<file path="config.mk">
export PLATFORM = sky130hd
export DESIGN_NAME = pll_loop_control_registers
export DESIGN_NICKNAME = d
export VERILOG_FILES = /design/src/core/pll_loop_control_registers.v
export VERILOG_INCLUDE_DIRS = /design/src /design/src/core
export SDC_FILE = /design/constraint.sdc
export NUM_CORES = 1
export LEC_CHECK = 0
export ABC_CLOCK_PERIOD_IN_PS = 2500
export BUFFER_PORTS_ARGS = -buffer_cell sky130_fd_sc_hd__buf_2
export CORE_MARGIN = 1.5
export CORE_UTILIZATION = 51
export CTS_BUF_LIST = sky130_fd_sc_hd__clkbuf_8 sky130_fd_sc_hd__clkbuf_16
export CTS_CLUSTER_SIZE = 28
export DETAILED_ROUTE_END_ITERATION = 6
export GPL_ROUTABILITY_DRIVEN = 1
export PLACE_DENSITY_LB_ADDON = 0.05
export RECOVER_POWER = 25
export SYNTH_ARGS = -nofsm -noshare
export SYNTH_HDL_FRONTEND = slang
export SYNTH_SLANG_ARGS = --single-unit
export TNS_END_PERCENT = 1
</file>
<file path="constraint.sdc">
create_clock -name sys_clk -period 2.5 [get_ports sys_clk]
set_input_delay 0.25 -clock sys_clk [delete_from_list [all_inputs] [get_ports sys_clk]]
set_output_delay 0.25 -clock sys_clk [all_outputs]
set_load 0.03 [all_outputs]
</file>
<file path="src/core/loop_ctrl_defs.vh">
// constants for the pll loop control register bank
// assumes avalon-mm byte addresses with one 32-bit word per register
`ifndef LOOP_CTRL_DEFS_VH
`define LOOP_CTRL_DEFS_VH

// ------------------------------------------------------------
// register indices; the byte address is index * 4
// ------------------------------------------------------------
`define ZERO_RES_IDX     10'h01d
`define PUMP_CUR_IDX     10'h0f0
`define FB_DIV_IDX       10'h0f1
`define LOOP_CTRL_IDX    10'h0f2
`define ADDR_W           12

// ------------------------------------------------------------
// fields
// ------------------------------------------------------------
`define ZR_CODE_MSB      3
`define FB_A_MSB         7
`define FB_A_LSB         6
`define FB_B_MSB         5
`define CTL_LD_PD        7
`define CTL_RSVD6        6
`define CTL_DBL          5
`define CTL_ABL_OVR      4
`define CTL_ABL_MSB      3
`define CTL_ABL_LSB      2
`define CTL_CP_MSB       1

// ------------------------------------------------------------
// encodings and reset values
// ------------------------------------------------------------
`define ZR_883K          4'h0
`define ZR_677K          4'h1
`define ZR_341K          4'h2
`define ZR_135K          4'h3
`define ZR_10K_LO        4'h4
`define ZR_10K_LM        4'h5
`define ZR_10K_HM        4'h6
`define ZR_10K_HI        4'h7
`define ZR_EXT           4'h8
`define ZR_SEL_883K      3'h0
`define ZR_SEL_677K      3'h1
`define ZR_SEL_341K      3'h2
`define ZR_SEL_135K      3'h3
`define ZR_SEL_10K       3'h4
`define ZR_SEL_EXT       3'h5
`define ABL_MIN          2'h0
`define ABL_HIGH         2'h2
`define CP_TRISTATE      2'h0
`define CP_UP            2'h1
`define CP_DOWN          2'h2
`define CP_NORMAL        2'h3
`define ZR_RST           4'h0
`define PUMP_RST         8'h00
`define FB_RST           8'h00
`define CTL_RST          8'h03
`define ZERO32           32'h00000000
`define ZERO24           24'h000000
`define ZERO8            8'h00
`define ZERO6            6'h00
`define ZERO4            4'h0
`define ZERO2            2'h0

`endif

</file>
<file path="src/core/pll_loop_control_registers.v">
// register bank holding loop filter, pump and feedback divider settings
// assumes an avalon-mm master on sys_clk; fields drive the analog loop
//
// The Avalon-MM slave port was left to the implementer.
`timescale 1ns/10ps
`include "loop_ctrl_defs.vh"

// What this block does
// zero-resistor register low four bits select loop zero resistance or external.
// pump current register holds an eight-bit magnitude code for the output loop.
// feedback register holds A in bits 7:6, B in 5:0; divide is 4B+A.
// software programs only permitted A/B pairs, ratios up to 255.
// control bit 7 set powers down the output loop lock detector.
// software keeps control bit 6 at zero, its default.
// control bit 5 set doubles the output loop reference frequency.
// override bit clear applies high antibacklash width, ignoring the field.
// override bit rising from zero to one forces the width field to 00.
// with override set, width field selects minimum, low, high or maximum.
// software is advised to set override and leave width at minimum.
// pump mode field selects tristate, up, down or normal; default normal.
// reserved bits read as zero and ignore writes.
module pll_loop_control_registers (
  input  wire                 sys_clk,
  input  wire                 rst,
  input  wire                 clk_en,
  input  wire [`ADDR_W-1:0]   avs_address,
  input  wire                 avs_read,
  input  wire                 avs_write,
  input  wire [31:0]          avs_writedata,
  input  wire [3:0]           avs_byteenable,
  output reg  [31:0]          avs_readdata,
  output wire                 avs_waitrequest,
  output reg  [2:0]           zero_res_sel,
  output reg                  zero_res_ext,
  output reg  [7:0]           pump_current,
  output reg  [1:0]           fb_a_count,
  output reg  [5:0]           fb_b_count,
  output reg  [7:0]           fb_ratio,
  output reg                  lock_det_pd,
  output reg                  ref_doubler_en,
  output reg  [1:0]           abl_width,
  output reg  [1:0]           pump_mode
);

  // ------------------------------------------------------------
  // address decode
  // ------------------------------------------------------------
  // byte address of a register index; bits below the word are ignored
  function hit;
    input [`ADDR_W-1:0] addr;
    input [9:0]         idx;
    begin
      hit = (addr[`ADDR_W-1:2] == idx);
    end
  endfunction

  // ------------------------------------------------------------
  // bus handshake
  // ------------------------------------------------------------
  // one wait cycle per access: the answer comes on the second edge;
  // it is also held off while clk_en is low, so the master never
  // retires a write that the frozen bank did not take
  localparam HS_IDLE   = 1'b0;
  localparam HS_ANSWER = 1'b1;

  reg        hs_r;
  reg        hs_nxt;
  wire       req;
  wire       answer;
  wire       wr_go;
  wire       rd_go;
  wire [7:0] wdat;
  wire       lane0;

  assign req             = avs_read | avs_write;
  assign answer          = (hs_r == HS_ANSWER) & clk_en;
  assign avs_waitrequest = req & ~answer;
  assign wr_go           = avs_write & answer & lane0;
  assign rd_go           = avs_read & (hs_r == HS_IDLE) & clk_en;
  assign wdat            = avs_writedata[7:0];
  assign lane0           = avs_byteenable[0];

  always @* begin
    hs_nxt = hs_r;
    case (hs_r)
      HS_IDLE: begin
        if (req) begin
          hs_nxt = HS_ANSWER;
        end
      end
      HS_ANSWER: begin
        hs_nxt = HS_IDLE;
      end
      default: begin
        hs_nxt = HS_IDLE;
      end
    endcase
  end

  always @(posedge sys_clk) begin
    if (rst) begin
      hs_r <= HS_IDLE;
    end else if (clk_en) begin
      hs_r <= hs_nxt;
    end
  end

  // ------------------------------------------------------------
  // register select
  // ------------------------------------------------------------
  wire sel_zr;
  wire sel_pump;
  wire sel_fb;
  wire sel_ctl;
  wire wr_zr;
  wire wr_pump;
  wire wr_fb;
  wire wr_ctl;

  assign sel_zr   = hit(avs_address, `ZERO_RES_IDX);
  assign sel_pump = hit(avs_address, `PUMP_CUR_IDX);
  assign sel_fb   = hit(avs_address, `FB_DIV_IDX);
  assign sel_ctl  = hit(avs_address, `LOOP_CTRL_IDX);
  assign wr_zr    = wr_go & sel_zr;
  assign wr_pump  = wr_go & sel_pump;
  assign wr_fb    = wr_go & sel_fb;
  assign wr_ctl   = wr_go & sel_ctl;

  // ------------------------------------------------------------
  // storage
  // ------------------------------------------------------------
  reg [3:0] zr_r;
  reg [7:0] pump_r;
  reg [7:0] fb_r;
  reg [7:0] ctl_r;

  // upper nibble is reserved and never stored
  always @(posedge sys_clk) begin
    if (rst) begin
      zr_r <= `ZR_RST;
    end else if (wr_zr) begin
      zr_r <= wdat[`ZR_CODE_MSB:0];
    end
  end

  always @(posedge sys_clk) begin
    if (rst) begin
      pump_r <= `PUMP_RST;
    end else if (wr_pump) begin
      pump_r <= wdat;
    end
  end

  always @(posedge sys_clk) begin
    if (rst) begin
      fb_r <= `FB_RST;
    end else if (wr_fb) begin
      fb_r <= wdat;
    end
  end

  // ------------------------------------------------------------
  // control register
  // ------------------------------------------------------------
  reg  [7:0] ctl_nxt;
  wire       ovr_rise;

  // leaving automatic mode clears the width field
  assign ovr_rise = ~ctl_r[`CTL_ABL_OVR] & wdat[`CTL_ABL_OVR];

  // bit 6 is reserved and always stored as zero
  always @* begin
    ctl_nxt = wdat;
    ctl_nxt[`CTL_RSVD6] = 1'b0;
    if (ovr_rise) begin
      ctl_nxt[`CTL_ABL_MSB:`CTL_ABL_LSB] = `ABL_MIN;
    end
  end

  always @(posedge sys_clk) begin
    if (rst) begin
      ctl_r <= `CTL_RST;
    end else if (wr_ctl) begin
      ctl_r <= ctl_nxt;
    end
  end

  // ------------------------------------------------------------
  // read path
  // ------------------------------------------------------------
  // unmapped addresses read zero
  reg [7:0] rd_byte;

  always @* begin
    rd_byte = `ZERO8;
    if (sel_zr) begin
      rd_byte = {`ZERO4, zr_r};
    end else if (sel_pump) begin
      rd_byte = pump_r;
    end else if (sel_fb) begin
      rd_byte = fb_r;
    end else if (sel_ctl) begin
      rd_byte = ctl_r;
    end
  end

  always @(posedge sys_clk) begin
    if (rst) begin
      avs_readdata <= `ZERO32;
    end else if (rd_go) begin
      avs_readdata <= {`ZERO24, rd_byte};
    end
  end

  // ------------------------------------------------------------
  // loop outputs
  // ------------------------------------------------------------
  // registered so the analog side never sees decode glitches

  // automatic mode pins the width at high whatever the field holds
  function [1:0] abl_effective;
    input [7:0] ctl;
    begin
      if (ctl[`CTL_ABL_OVR]) begin
        abl_effective = ctl[`CTL_ABL_MSB:`CTL_ABL_LSB];
      end else begin
        abl_effective = `ABL_HIGH;
      end
    end
  endfunction

  always @(posedge sys_clk) begin
    if (rst) begin
      zero_res_sel <= `ZR_SEL_883K;
    end else if (clk_en) begin
      case (zr_r)
        `ZR_883K: begin
          zero_res_sel <= `ZR_SEL_883K;
        end
        `ZR_677K: begin
          zero_res_sel <= `ZR_SEL_677K;
        end
        `ZR_341K: begin
          zero_res_sel <= `ZR_SEL_341K;
        end
        `ZR_135K: begin
          zero_res_sel <= `ZR_SEL_135K;
        end
        `ZR_10K_LO,
        `ZR_10K_LM,
        `ZR_10K_HM,
        `ZR_10K_HI: begin
          zero_res_sel <= `ZR_SEL_10K;
        end
        `ZR_EXT: begin
          zero_res_sel <= `ZR_SEL_EXT;
        end
        default: begin
          // codes above 8 are undefined; they fall back to 10k
          zero_res_sel <= `ZR_SEL_10K;
        end
      endcase
    end
  end

  always @(posedge sys_clk) begin
    if (rst) begin
      zero_res_ext <= 1'b0;
    end else if (clk_en) begin
      zero_res_ext <= (zr_r == `ZR_EXT);
    end
  end

  always @(posedge sys_clk) begin
    if (rst) begin
      pump_current <= `PUMP_RST;
    end else if (clk_en) begin
      pump_current <= pump_r;
    end
  end

  // no check on A/B pairs, software owns legality; the ratio never exceeds 255
  wire [1:0] a_cnt;
  wire [5:0] b_cnt;
  wire [7:0] ratio_nxt;

  assign a_cnt     = fb_r[`FB_A_MSB:`FB_A_LSB];
  assign b_cnt     = fb_r[`FB_B_MSB:0];
  assign ratio_nxt = {b_cnt, `ZERO2} + {`ZERO6, a_cnt};

  always @(posedge sys_clk) begin
    if (rst) begin
      fb_a_count <= `ZERO2;
    end else if (clk_en) begin
      fb_a_count <= a_cnt;
    end
  end

  always @(posedge sys_clk) begin
    if (rst) begin
      fb_b_count <= `ZERO6;
    end else if (clk_en) begin
      fb_b_count <= b_cnt;
    end
  end

  always @(posedge sys_clk) begin
    if (rst) begin
      fb_ratio <= `ZERO8;
    end else if (clk_en) begin
      fb_ratio <= ratio_nxt;
    end
  end

  always @(posedge sys_clk) begin
    if (rst) begin
      lock_det_pd <= 1'b0;
    end else if (clk_en) begin
      lock_det_pd <= ctl_r[`CTL_LD_PD];
    end
  end

  always @(posedge sys_clk) begin
    if (rst) begin
      ref_doubler_en <= 1'b0;
    end else if (clk_en) begin
      ref_doubler_en <= ctl_r[`CTL_DBL];
    end
  end

  always @(posedge sys_clk) begin
    if (rst) begin
      abl_width <= `ABL_HIGH;
    end else if (clk_en) begin
      abl_width <= abl_effective(ctl_r);
    end
  end

  always @(posedge sys_clk) begin
    if (rst) begin
      pump_mode <= `CP_NORMAL;
    end else if (clk_en) begin
      pump_mode <= ctl_r[`CTL_CP_MSB:0];
    end
  end

endmodule // pll_loop_control_registers

</file>
==> results.md, run 1 <==
* PortBufs at 66
* Met1 WL at 2.67 mm
* Clock Latency Late Sink at 0.34 ns
* Main synth FF type: dfxtp_1
* RSZ-0062 raised after global routing: false
* Final Hold Fails at 0
* Post-synthesis register bit count at 62
* Final core area utilization at 0.597
* Power Dens Cells at 605 nW/um^2
* Routed wl met3 at 344 um
* Layout cells sized above 1 at 0.256
* Die height at 77.7 um
* Top Ports at 120
* CTS Buf Count at 9
* Antenna Violating Nets Remaining at 0
* R2R Setup Slk at 0.87 ns
* Pins Over Slew Limit at 0
* Leak pwr at 1.61 nW
* Worst reg2reg endpoint: avs_readdata[1]
* Critical-path cell list: clkbuf_1, clkbuf_2, a21oi_1, buf_2
* Area of the multi-input gates at 1390 um^2
* Largest net degree at the start of global routing at 43
* Detailed Route WL at 5.81 mm
* Hold path start: avs_writedata[6]
* CTS tree: yes
* WL per Instance at 13.5 um
* Critical-path top delay cell: clkbuf_2
* Post-synth EDFFs at 0
* Tcrit/Tclk final at 0.712
* Post-CTS setup buffer count at 0
* Row cnt at 27
* H-Tree Depth at 3
* Initial antenna violation count at 0
* Total global routing overflow at 0
* Netlist cell types at 36
* Max Used Layer: met4
* Relative slew slack at 0.390
* R2R depth at 4
* Area Overhead vs Synth at 14.2%
* Asr flop ratio synth at 0
* # clock sinks at 62
* Chip width at 77.7 um
* Nets@finish at 407
* Hold Path Depth at 3
* Setup TNS at 0 ns
* Clock tree buffer depth at 2
* DR vias at 2198
* Vias in the first global route at 1931
* Reg2reg start: hs_r
* DIE AREA at 6030 um^2
* Minimum clock period at 1.78 ns
* CP max stage delay at 0.75 ns
* Post-CTS Resized at 0
* Sequential area share after synthesis at 0.437
* Clock slew at reported path FFs at 0.06 ns
* Maxcap violations at 0
* CP endpoint kind: output port
* Clock Tree Root: clkbuf_8
* Status: finished clean
* Clock skew at 0.00389 ns
* WP data arrival at 1.53 ns
* Yosys warns at 0
* Avg Inst Size Synth at 9.54 um^2
* Fill cells at 518
* Worst-Margin Slew at 0.915 ns
* Register area at 1240 um^2
* WP data required at 2.25 ns
* Gpl congestion at 0.759
* Iteration-0 DRC Markers at 86
* Maximum vdd drop at 0.360 mV
* Final setup fails at 0
* DP HPWL at 4.07 mm
* Starting Density at 0.523
* Crit-path max FO at 35
* First-pass iteration count of the detailed router at 4
* WS Path Type: primary input to output port
* Synthesized area at 2840 um^2
* Kind of start point of the critical path: primary input
* Worst min path class: primary input to flop
* Tot GR Track Use at 0.204
* Diode count at 0
* Gate Count Post-Synth at 298
* Avg Vias per Cell at 5.10
* Worst setup path end: avs_waitrequest
* Met2 Routed Length at 2.70 mm
* Core area at 5440 um^2
* Drt drc at 0
* Global-route wire length before repair at 9.48 mm
* Critical Path Source: clk_en
* Hold Buf Count CTS at 0
* Fmax at 562 MHz
through the flow:
stage	instances	total power [mW]	hold WS, ns	area [um^2]	worst slack, ns
2_1_floorplan	321	1.17	0.394	2930	1.09
3_3_place_gp	415	1.18	0.430	3060	0.642
3_5_place_dp	415	1.18	0.435	3060	0.655
4_1_cts	431	1.99	0.156	3250	0.877
5_1_grt	431	2.05	0.179	3250	0.595
6_report	431	1.97	0.162	3250	0.720
worst min path at each step:
stage	to	slack, ns
2_1_floorplan	fb_r[0]	0.39
3_3_place_gp	avs_readdata[7]	0.43
3_5_place_dp	avs_readdata[4]	0.43
4_1_cts	fb_r[6]	0.16
5_1_grt	fb_r[6]	0.18
6_report	fb_r[6]	0.16
per-layer routing:
layer | vias to the layer above | track usage
li1 | 1091 | -
met1 | 1034 | 0.269
met2 | 65 | 0.314
met3 | 8 | 0.0529
met4 | 0 | 0.0873
met5 | - | 0
placed cells by master (no fill, tap or decap), drive strengths merged, types with 2 or more instances in the layout:
| master | instances |
|---|---|
| buf | 66 |
| dfxtp | 62 |
| nor2 | 52 |
| mux2i | 49 |
| conb | 24 |
| clkbuf | 14 |
| a21oi | 13 |
| nand2b | 12 |
| nor2b | 9 |
| nand2 | 8 |
| nand3 | 7 |
| nand4 | 5 |
| o311ai | 4 |
| o2bb2ai | 3 |
| o31ai | 3 |
| and4 | 3 |
| nor3 | 3 |
| nand3b | 3 |
| a211o | 2 |
| and4bb | 2 |
| clkinv | 2 |
| nor4 | 2 |
| o21ai | 2 |
cells in the mapped netlist, drive strengths merged, types with 3 or more instances:
master / n / share of area
dfxtp: 62 / 0.44
nor2: 52 / 0.069
mux2i: 49 / 0.17
buf: 39 / 0.097
a21oi: 13 / 0.023
nand2b: 12 / 0.026
nor2b: 9 / 0.020
nand2: 8 / 0.011
clkbuf: 7 / 0.0092
nand3: 7 / 0.012
nand4: 5 / 0.015
o311ai: 4 / 0.012
and4: 3 / 0.0092
nand3b: 3 / 0.0092
nor3: 3 / 0.0070
o2bb2ai: 3 / 0.0092
o31ai: 3 / 0.0079
power by group:
group	switching (mW)	internal [mW]	total, mW
combinational	0.126	0.0430	0.169
sequential	0.00213	0.991	0.994
clock	0.369	0.433	0.803
kinds of logic (layout without fill, tap and decap cells):
kind of cell    Yosys count  in the layout  synth area share
buf+inv                  46             84             0.106
compound gates           31             31            0.0731
mux                      50             50             0.176
flops                    62             62             0.437
simple gates            108            108             0.206
other cells               1             24           0.00132
sequential cells by signal (all words and copies together), names as in the netlist:
register        cells
fb_b_count          6
zero_res_sel        3
pump_current        8
fb_ratio            1
pump_r              8
pump_mode           2
ctl_r               7
zr_r                4
fb_a_count          1
ref_doubler_en      1
zero_res_ext        1
abl_width           2
fb_r                8
hs_r                1
avs_readdata        8
lock_det_pd         1
critical path: cells and delay by family:
family          cells  cell delay (ns)
buf+inv             3             1.15
compound gates      1             0.13
area by class of cell:
type                       instances  area share
timing repair buffer              68       0.105
multi-input combinational        213       0.427
tap                               72      0.0278
clock buffer                      12      0.0509
sequential                        62       0.382
clock inverter                     4     0.00655
(Power assumes the default switching activity.)
==> run 2: changes to the inputs <==
- ABC_AREA: unset -> 1
- ABC_CLOCK_PERIOD_IN_PS: 2500 -> 1700
- CORE_UTILIZATION: 51 -> 48
- clock period: 2.5 -> 1.7 ns (I/O delays scaled with it)
==> run 2 against run 1 <==
  * Sequential power grew 51%
  * Worst hold slack lost 0.033 ns
  * Clock power grew 38%
  * Critical path depth grew 2
  * Power grew 53%
  * Critical endpoint is now pump_r[2]
  * Critical path type is now flop to flop
  * Count of clock-buffer cells in the layout shrank 1
  * Highest routed layer unchanged
  * Area after synthesis grew 2.8%
  * Combinational power grew 130%
  * Sequential share of layout area shrank 1.0 points
  * Flip-flop and latch count is the same
==> results.md, run 2 <==
* Clock slew at reported path FFs at 0.06 ns (about the same)
* Tcrit/Tclk final at 0.818
* Maximum vdd drop at 0.652 mV (was 0.360 mV)
* Starting Density at 0.496 (was 0.523)
* Cell taking the most area after synthesis: dfxtp_1 (unchanged)
* Detailed Route WL at 7.15 mm (was 5.81 mm)
* Avg Vias per Cell at 5.09 (was 5.10)
* CTS Buf Count at 9 (unchanged)
* Top post-synthesis cells by count: dfxtp_1 (62), nand2_1 (50), a21oi_1 (44) (was dfxtp_1 (62), nor2_1 (52), mux2i_1 (49))
* Row cnt at 28 (was 27)
* Core area at 5890 um^2 (was 5440 um^2)
* DP HPWL at 5.19 mm (was 4.07 mm)
* Commonest non-fill, non-tap cells in the layout: buf_2 (65), dfxtp_1 (62), nand2_1 (50) (was buf_2 (65), dfxtp_1 (62), nor2_1 (52))
* Post-CTS Resized at 0 (unchanged)
* DIE AREA at 6560 um^2 (was 6030 um^2)
* # clock sinks at 62 (unchanged)
* Critical Path Source: hs_r (was clk_en)
* Pins Over Slew Limit at 0 (unchanged)
* Tot GR Track Use at 0.237 (was 0.204)
* Iteration-0 DRC Markers at 126 (was 86)
* Antenna Violating Nets Remaining at 0 (unchanged)
* Post-CTS setup buffer count at 0 (unchanged)
* Hold path start: avs_writedata[5] (was avs_writedata[6])
* Synthesized area at 2920 um^2 (was 2840 um^2)
* Worst-Margin Slew at 0.599 ns (was 0.915 ns)
* Chip width at 81.0 um (was 77.7 um)
* Fill cells at 614 (was 518)
* Sequential area share after synthesis at 0.425 (was 0.437)
* Most Crowded Layer GR: met2 (unchanged)
* Avg Inst Size Synth at 7.61 um^2 (was 9.54 um^2)
* Crit-path leading delay family: simple AND/OR/NAND/NOR gates (was buffers and inverters)
* CTS tree: yes (unchanged)
* Met2 GRT Util at 0.362 (was 0.314)
* R2R depth at 6 (was 4)
* Post-synth EDFFs at 0 (unchanged)
* CP Buf/Inv Count at 1 (was 3)
* Clock Latency Late Sink at 0.34 ns (about the same)
* CP max stage delay at 0.38 ns (was 0.75 ns)
* Relative slew slack at 0.601 (was 0.390)
* RSZ-0062 raised after global routing: false (unchanged)
* Critical-path cell list: nand2_2, nor2_4, buf_4, nand2_1, o21ai_0, a21oi_1 (was clkbuf_1, clkbuf_2, a21oi_1, buf_2)
* Largest net degree at the start of global routing at 39 (was 43)
* Clock Tree Root: clkbuf_8 (unchanged)
* Asr flop ratio synth at 0 (unchanged)
* Top Ports at 120 (unchanged)
* Layout cells sized above 1 at 0.249 (was 0.256)
* Hold Buf Count CTS at 0 (unchanged)
* Drt drc at 0 (unchanged)
* First-pass iteration count of the detailed router at 4 (unchanged)
* Vias in the first global route at 2287 (was 1931)
* GRT met1 Usage at 0.321 (was 0.269)
* PortBufs at 66 (unchanged)
* Yosys warns at 0 (unchanged)
* Final core area utilization at 0.566 (was 0.597)
* Main synth FF type: dfxtp_1 (unchanged)
* Minimum clock period at 1.39 ns
* H-Tree Depth at 3 (unchanged)
* Clock skew at 0.00997 ns (was 0.00389 ns)
* CP endpoint kind: flop (was output port)
* Final Hold Fails at 0 (unchanged)
* DR vias at 2648 (was 2198)
* Post-synthesis register bit count at 62 (unchanged)
* Die height at 81.0 um (was 77.7 um)
* Global-route wire length before repair at 11.5 mm (was 9.48 mm)
* Yosys top cell area share at 0.425 (was 0.437)
* Synth area leaders: dfxtp_1 (42%), buf_4 (9.0%), a21oi_1 (7.5%) (was dfxtp_1 (44%), mux2i_1 (17%), buf_4 (8.7%))
* WP data arrival at 1.62 ns (was 1.53 ns)
* WL per Instance at 13.7 um (was 13.5 um)
* Fmax at 719 MHz
* Final setup fails at 0 (unchanged)
* Maxcap violations at 0 (unchanged)
* Gate Count Post-Synth at 384 (was 298)
* Hold Slack at 0.129 ns (was 0.162 ns)
* Clock tree buffer depth at 2 (unchanged)
* Netlist cell types at 29 (was 36)
* Total global routing overflow at 0 (unchanged)
* Most common cell in the synthesized netlist: dfxtp_1 (unchanged)
* Area Overhead vs Synth at 14.1% (was 14.2%)
* Most common cell after layout, fill and taps aside: buf_2 (unchanged)
* Leak pwr at 1.51 nW (was 1.61 nW)
* WP data required at 1.93 ns (was 2.25 ns)
* Status: finished clean (unchanged)
* Hold Path Depth at 3 (unchanged)
* M3 GR Usage at 0.0438 (was 0.0529)
* Nets@finish at 496 (was 407)
* Reg2reg start: hs_r (unchanged)
* Critical-path top delay cell: dfxtp_1 (was clkbuf_2)
* Initial antenna violation count at 0 (unchanged)
* Setup TNS at 0 ns (unchanged)
* Power Dens Cells at 901 nW/um^2 (was 605 nW/um^2)
* Diode count at 0 (unchanged)
* Gpl congestion at 0.923 (was 0.759)
* WS Path Type: flop to flop (was primary input to output port)
* Worst min path class: primary input to flop (unchanged)
* Kind of start point of the critical path: flop (was primary input)
* Crit-path max FO at 14 (was 35)
* Worst path depth at 6 (was 4)
-- run 2: cell count changes in the layout (fill, tap and decap cells not counted), sizes merged, moves of 21 or more --
cell and delta:
a21oi +31, inv +31, mux2i -49, nand2 +47
nand3 +21, o21ai +37
-- run 2: final timing paths --
path	to	slack, ns
min reg2reg	pump_mode[0]	0.45
max reg2reg	pump_r[2]	0.31
max	pump_r[2]	0.31
min	fb_r[5]	0.13
-- run 2: per-stage QoR --
stage	worst slack, ns	total power, mW	area [um^2]	instances
after global routing	0.180	3.12	3330	520
final	0.309	3.00	3330	520
after CTS	0.313	3.02	3340	520
after global placement	0.270	1.92	3180	507
after floorplan	0.531	1.86	3010	407
after detailed placement	0.232	1.92	3180	507
-- run 2: worst register-to-register path, stage by stage, from the launching register on --
cell and delay (ns):
dfxtp_1 0.38, nand2_2 0.09, nor2_4 0.12, buf_4 0.22, nand2_1 0.20, o21ai_0 0.21
a21oi_1 0.05
-- run 2: final cells by class --
type	instances	area, um^2	area share
Inverter	32	120	0.0360
Multi-Input combinational cell	263	1320	0.397
Sequential cell	62	1240	0.372
Clock inverter	2	10.0	0.00300
Tap cell	75	93.8	0.0282
Timing Repair Buffer	75	394	0.118
Clock buffer	11	151	0.0454
-- run 2: kinds of logic (layout without fill, tap and decap cells) --
group,count (synthesis),count (layout),share of synthesized area
AO/OA/AOI/OAI,91,91,0.167
buffers and inverters,82,120,0.152
flip-flops,62,62,0.425
AND/OR/NAND/NOR,148,148,0.255
other,1,24,0.00128
-- run 2: layer usage --
metal,vias to the layer above,share of wire
li1,1345,-
met1,1217,0.48
met2,78,0.45
met3,8,0.050
met4,0,0.018
met5,-,0
-- run 2: power breakdown --
group,internal [mW],total [mW],switching [mW]
sequential,1.48,1.50,0.0157
combinational,0.0902,0.392,0.302
clock,0.578,1.11,0.532
==> run 3: changes to the inputs <==
- ABC_CLOCK_PERIOD_IN_PS: 1700 -> 1300
- clock period: 1.7 -> 1.3 ns (I/O delays scaled with it)
==> run 3 against run 2 <==
  * Critical path depth fell by 2
  * Sequential power rose by 31%
  * Worst setup slack worse by 0.26 ns
  * Power up 62%
  * Via count rose by 1.4%
  * Clock power is 110% higher
==> results.md, run 3 (same netlist as run 2, synthesis figures left out) <==
* Nets@finish at 505 (was 496)
* PortBufs at 66 (unchanged)
* Post-placement cell area at 3260 um^2 (was 3180 um^2)
* # clock sinks at 62 (unchanged)
* Most common cell after layout, fill and taps aside: buf_2 (unchanged)
* Crit-path max FO at 3 (was 14)
* Reg2reg start: hs_r (unchanged)
* Iteration-0 DRC Markers at 146 (was 126)
* Fin area at 3590 um^2 (was 3330 um^2)
* Drt drc at 0 (unchanged)
* Hold path start: avs_writedata[7] (was avs_writedata[5])
* Kind of start point of the critical path: flop (unchanged)
* Worst Setup Slack, final at 0.0458 ns (was 0.309 ns)
* Final core area utilization at 0.611 (was 0.566)
* Final Hold Fails at 0 (unchanged)
* DIE AREA at 6560 um^2 (unchanged)
* Fin cells at 532 (was 520)
* WP data arrival at 1.12 ns (was 1.62 ns)
* Final setup fails at 0 (unchanged)
* Vias in the first global route at 2307 (was 2287)
* Total global routing overflow at 0 (unchanged)
* Clock skew at 0.0101 ns (was 0.00997 ns)
* Starting Density at 0.496 (unchanged)
* Power Total at 4.85 mW (was 3.00 mW)
* WS Path Type: flop to output port (was flop to flop)
* WP data required at 1.17 ns (was 1.93 ns)
* DP HPWL at 5.21 mm (was 5.19 mm)
* Minimum clock period at 1.25 ns
* First-pass iteration count of the detailed router at 4 (unchanged)
* Hold Slack at 0.0767 ns (was 0.129 ns)
* Tot GR Track Use at 0.239 (was 0.237)
* Clock tree buffer depth at 2 (unchanged)
* Status: finished clean (unchanged)
* Die height at 81.0 um (unchanged)
* Power Dens Cells at 1350 nW/um^2 (was 901 nW/um^2)
* Worst min path class: primary input to flop (unchanged)
* Pins Over Slew Limit at 0 (unchanged)
* Largest net degree at the start of global routing at 40 (was 39)
* H-Tree Depth at 3 (unchanged)
* Chip width at 81.0 um (unchanged)
* Initial antenna violation count at 0 (unchanged)
* Leak pwr at 1.65 nW (was 1.51 nW)
* Critical Path Source: hs_r (unchanged)
* CTS Buf Count at 9 (unchanged)
* Clock Latency Late Sink at 0.34 ns (about the same)
* Diode count at 0 (unchanged)
* Top Ports at 120 (unchanged)
* Maxcap violations at 0 (unchanged)
* Fmax at 797 MHz
* Layout cells sized above 1 at 0.280 (was 0.249)
* Gpl congestion at 0.887 (was 0.923)
* Core area at 5890 um^2 (unchanged)
* Commonest non-fill, non-tap cells in the layout: buf_2 (66), dfxtp_1 (61), nand2_1 (49) (was buf_2 (65), dfxtp_1 (62), nand2_1 (50))
* Setup TNS at 0 ns (unchanged)
* Setup WS pre-CTS at -0.00570 ns (was 0.232 ns)
* CP endpoint kind: output port (was flop)
* Antenna Violating Nets Remaining at 0 (unchanged)
* Maximum vdd drop at 0.830 mV (was 0.652 mV)
* Row cnt at 28 (unchanged)
* Global-route wire length before repair at 11.6 mm (was 11.5 mm)
* Clock slew at reported path FFs at 0.07 ns (was 0.06 ns)
* Clock Tree Root: clkbuf_8 (unchanged)
* WL per Instance at 13.6 um (was 13.7 um)
* Detailed Route WL at 7.24 mm (was 7.15 mm)
* Tcrit/Tclk final at 0.965
* DR vias at 2686 (was 2648)
* Placed instance count at 513 (was 507)
* Area Overhead vs Synth at 23.0% (was 14.1%)
* CTS tree: yes (unchanged)
* R2R Setup Slk at 0.05 ns (was 0.31 ns)
* Avg Vias per Cell at 5.05 (was 5.09)
[run 3: routing by layer]
| layer | GRT usage | share of wire | wire, um |
|---|---|---|---|
| met5 | 0 | 0 | 0 |
| met4 | 0.103 | 0.012 | 89 |
| met3 | 0.0472 | 0.053 | 382 |
| met2 | 0.353 | 0.46 | 3300 |
| met1 | 0.337 | 0.48 | 3470 |
[run 3: what timing repair did]
action | 4_1_cts | 5_1_grt
pin swaps | 1 | 1
setup endpoints to repair | 6 | 10
gates resized for setup | 1 | 8
hold buffers | 0 | 0
endpoints found under the hold margin | 0 | 0
setup buffers | 0 | 3
[run 3: worst paths after layout]
check	end	cells past startpoint
worst min-delay path	fb_r[7]	3
worst max register to register	fb_r[1]	7
worst min register to register	pump_mode[0]	2
worst max-delay path	avs_waitrequest	4
[run 3: area by class of cell]
type                       count  area [um^2]
clock buffer                  11          151
clock inverter                 5          129
fill                         551         2290
inverter                      32          120
multi-input combinational    263         1350
sequential                    62         1240
tap                           75         93.8
timing repair buffer          84          503
[run 3: worst max-delay path, cell delays in order (launching register included)]
cell	delay [ns]
dfxtp_2	0.34
nand2_2	0.10
inv_1	0.06
nor2_1	0.08
buf_2	0.20
[run 3: power breakdown]
part / total [mW] / switching [mW] / internal [mW]
logic: 0.541 / 0.404 / 0.137
registers: 1.96 / 0.0203 / 1.94
clock network: 2.35 / 0.773 / 1.58
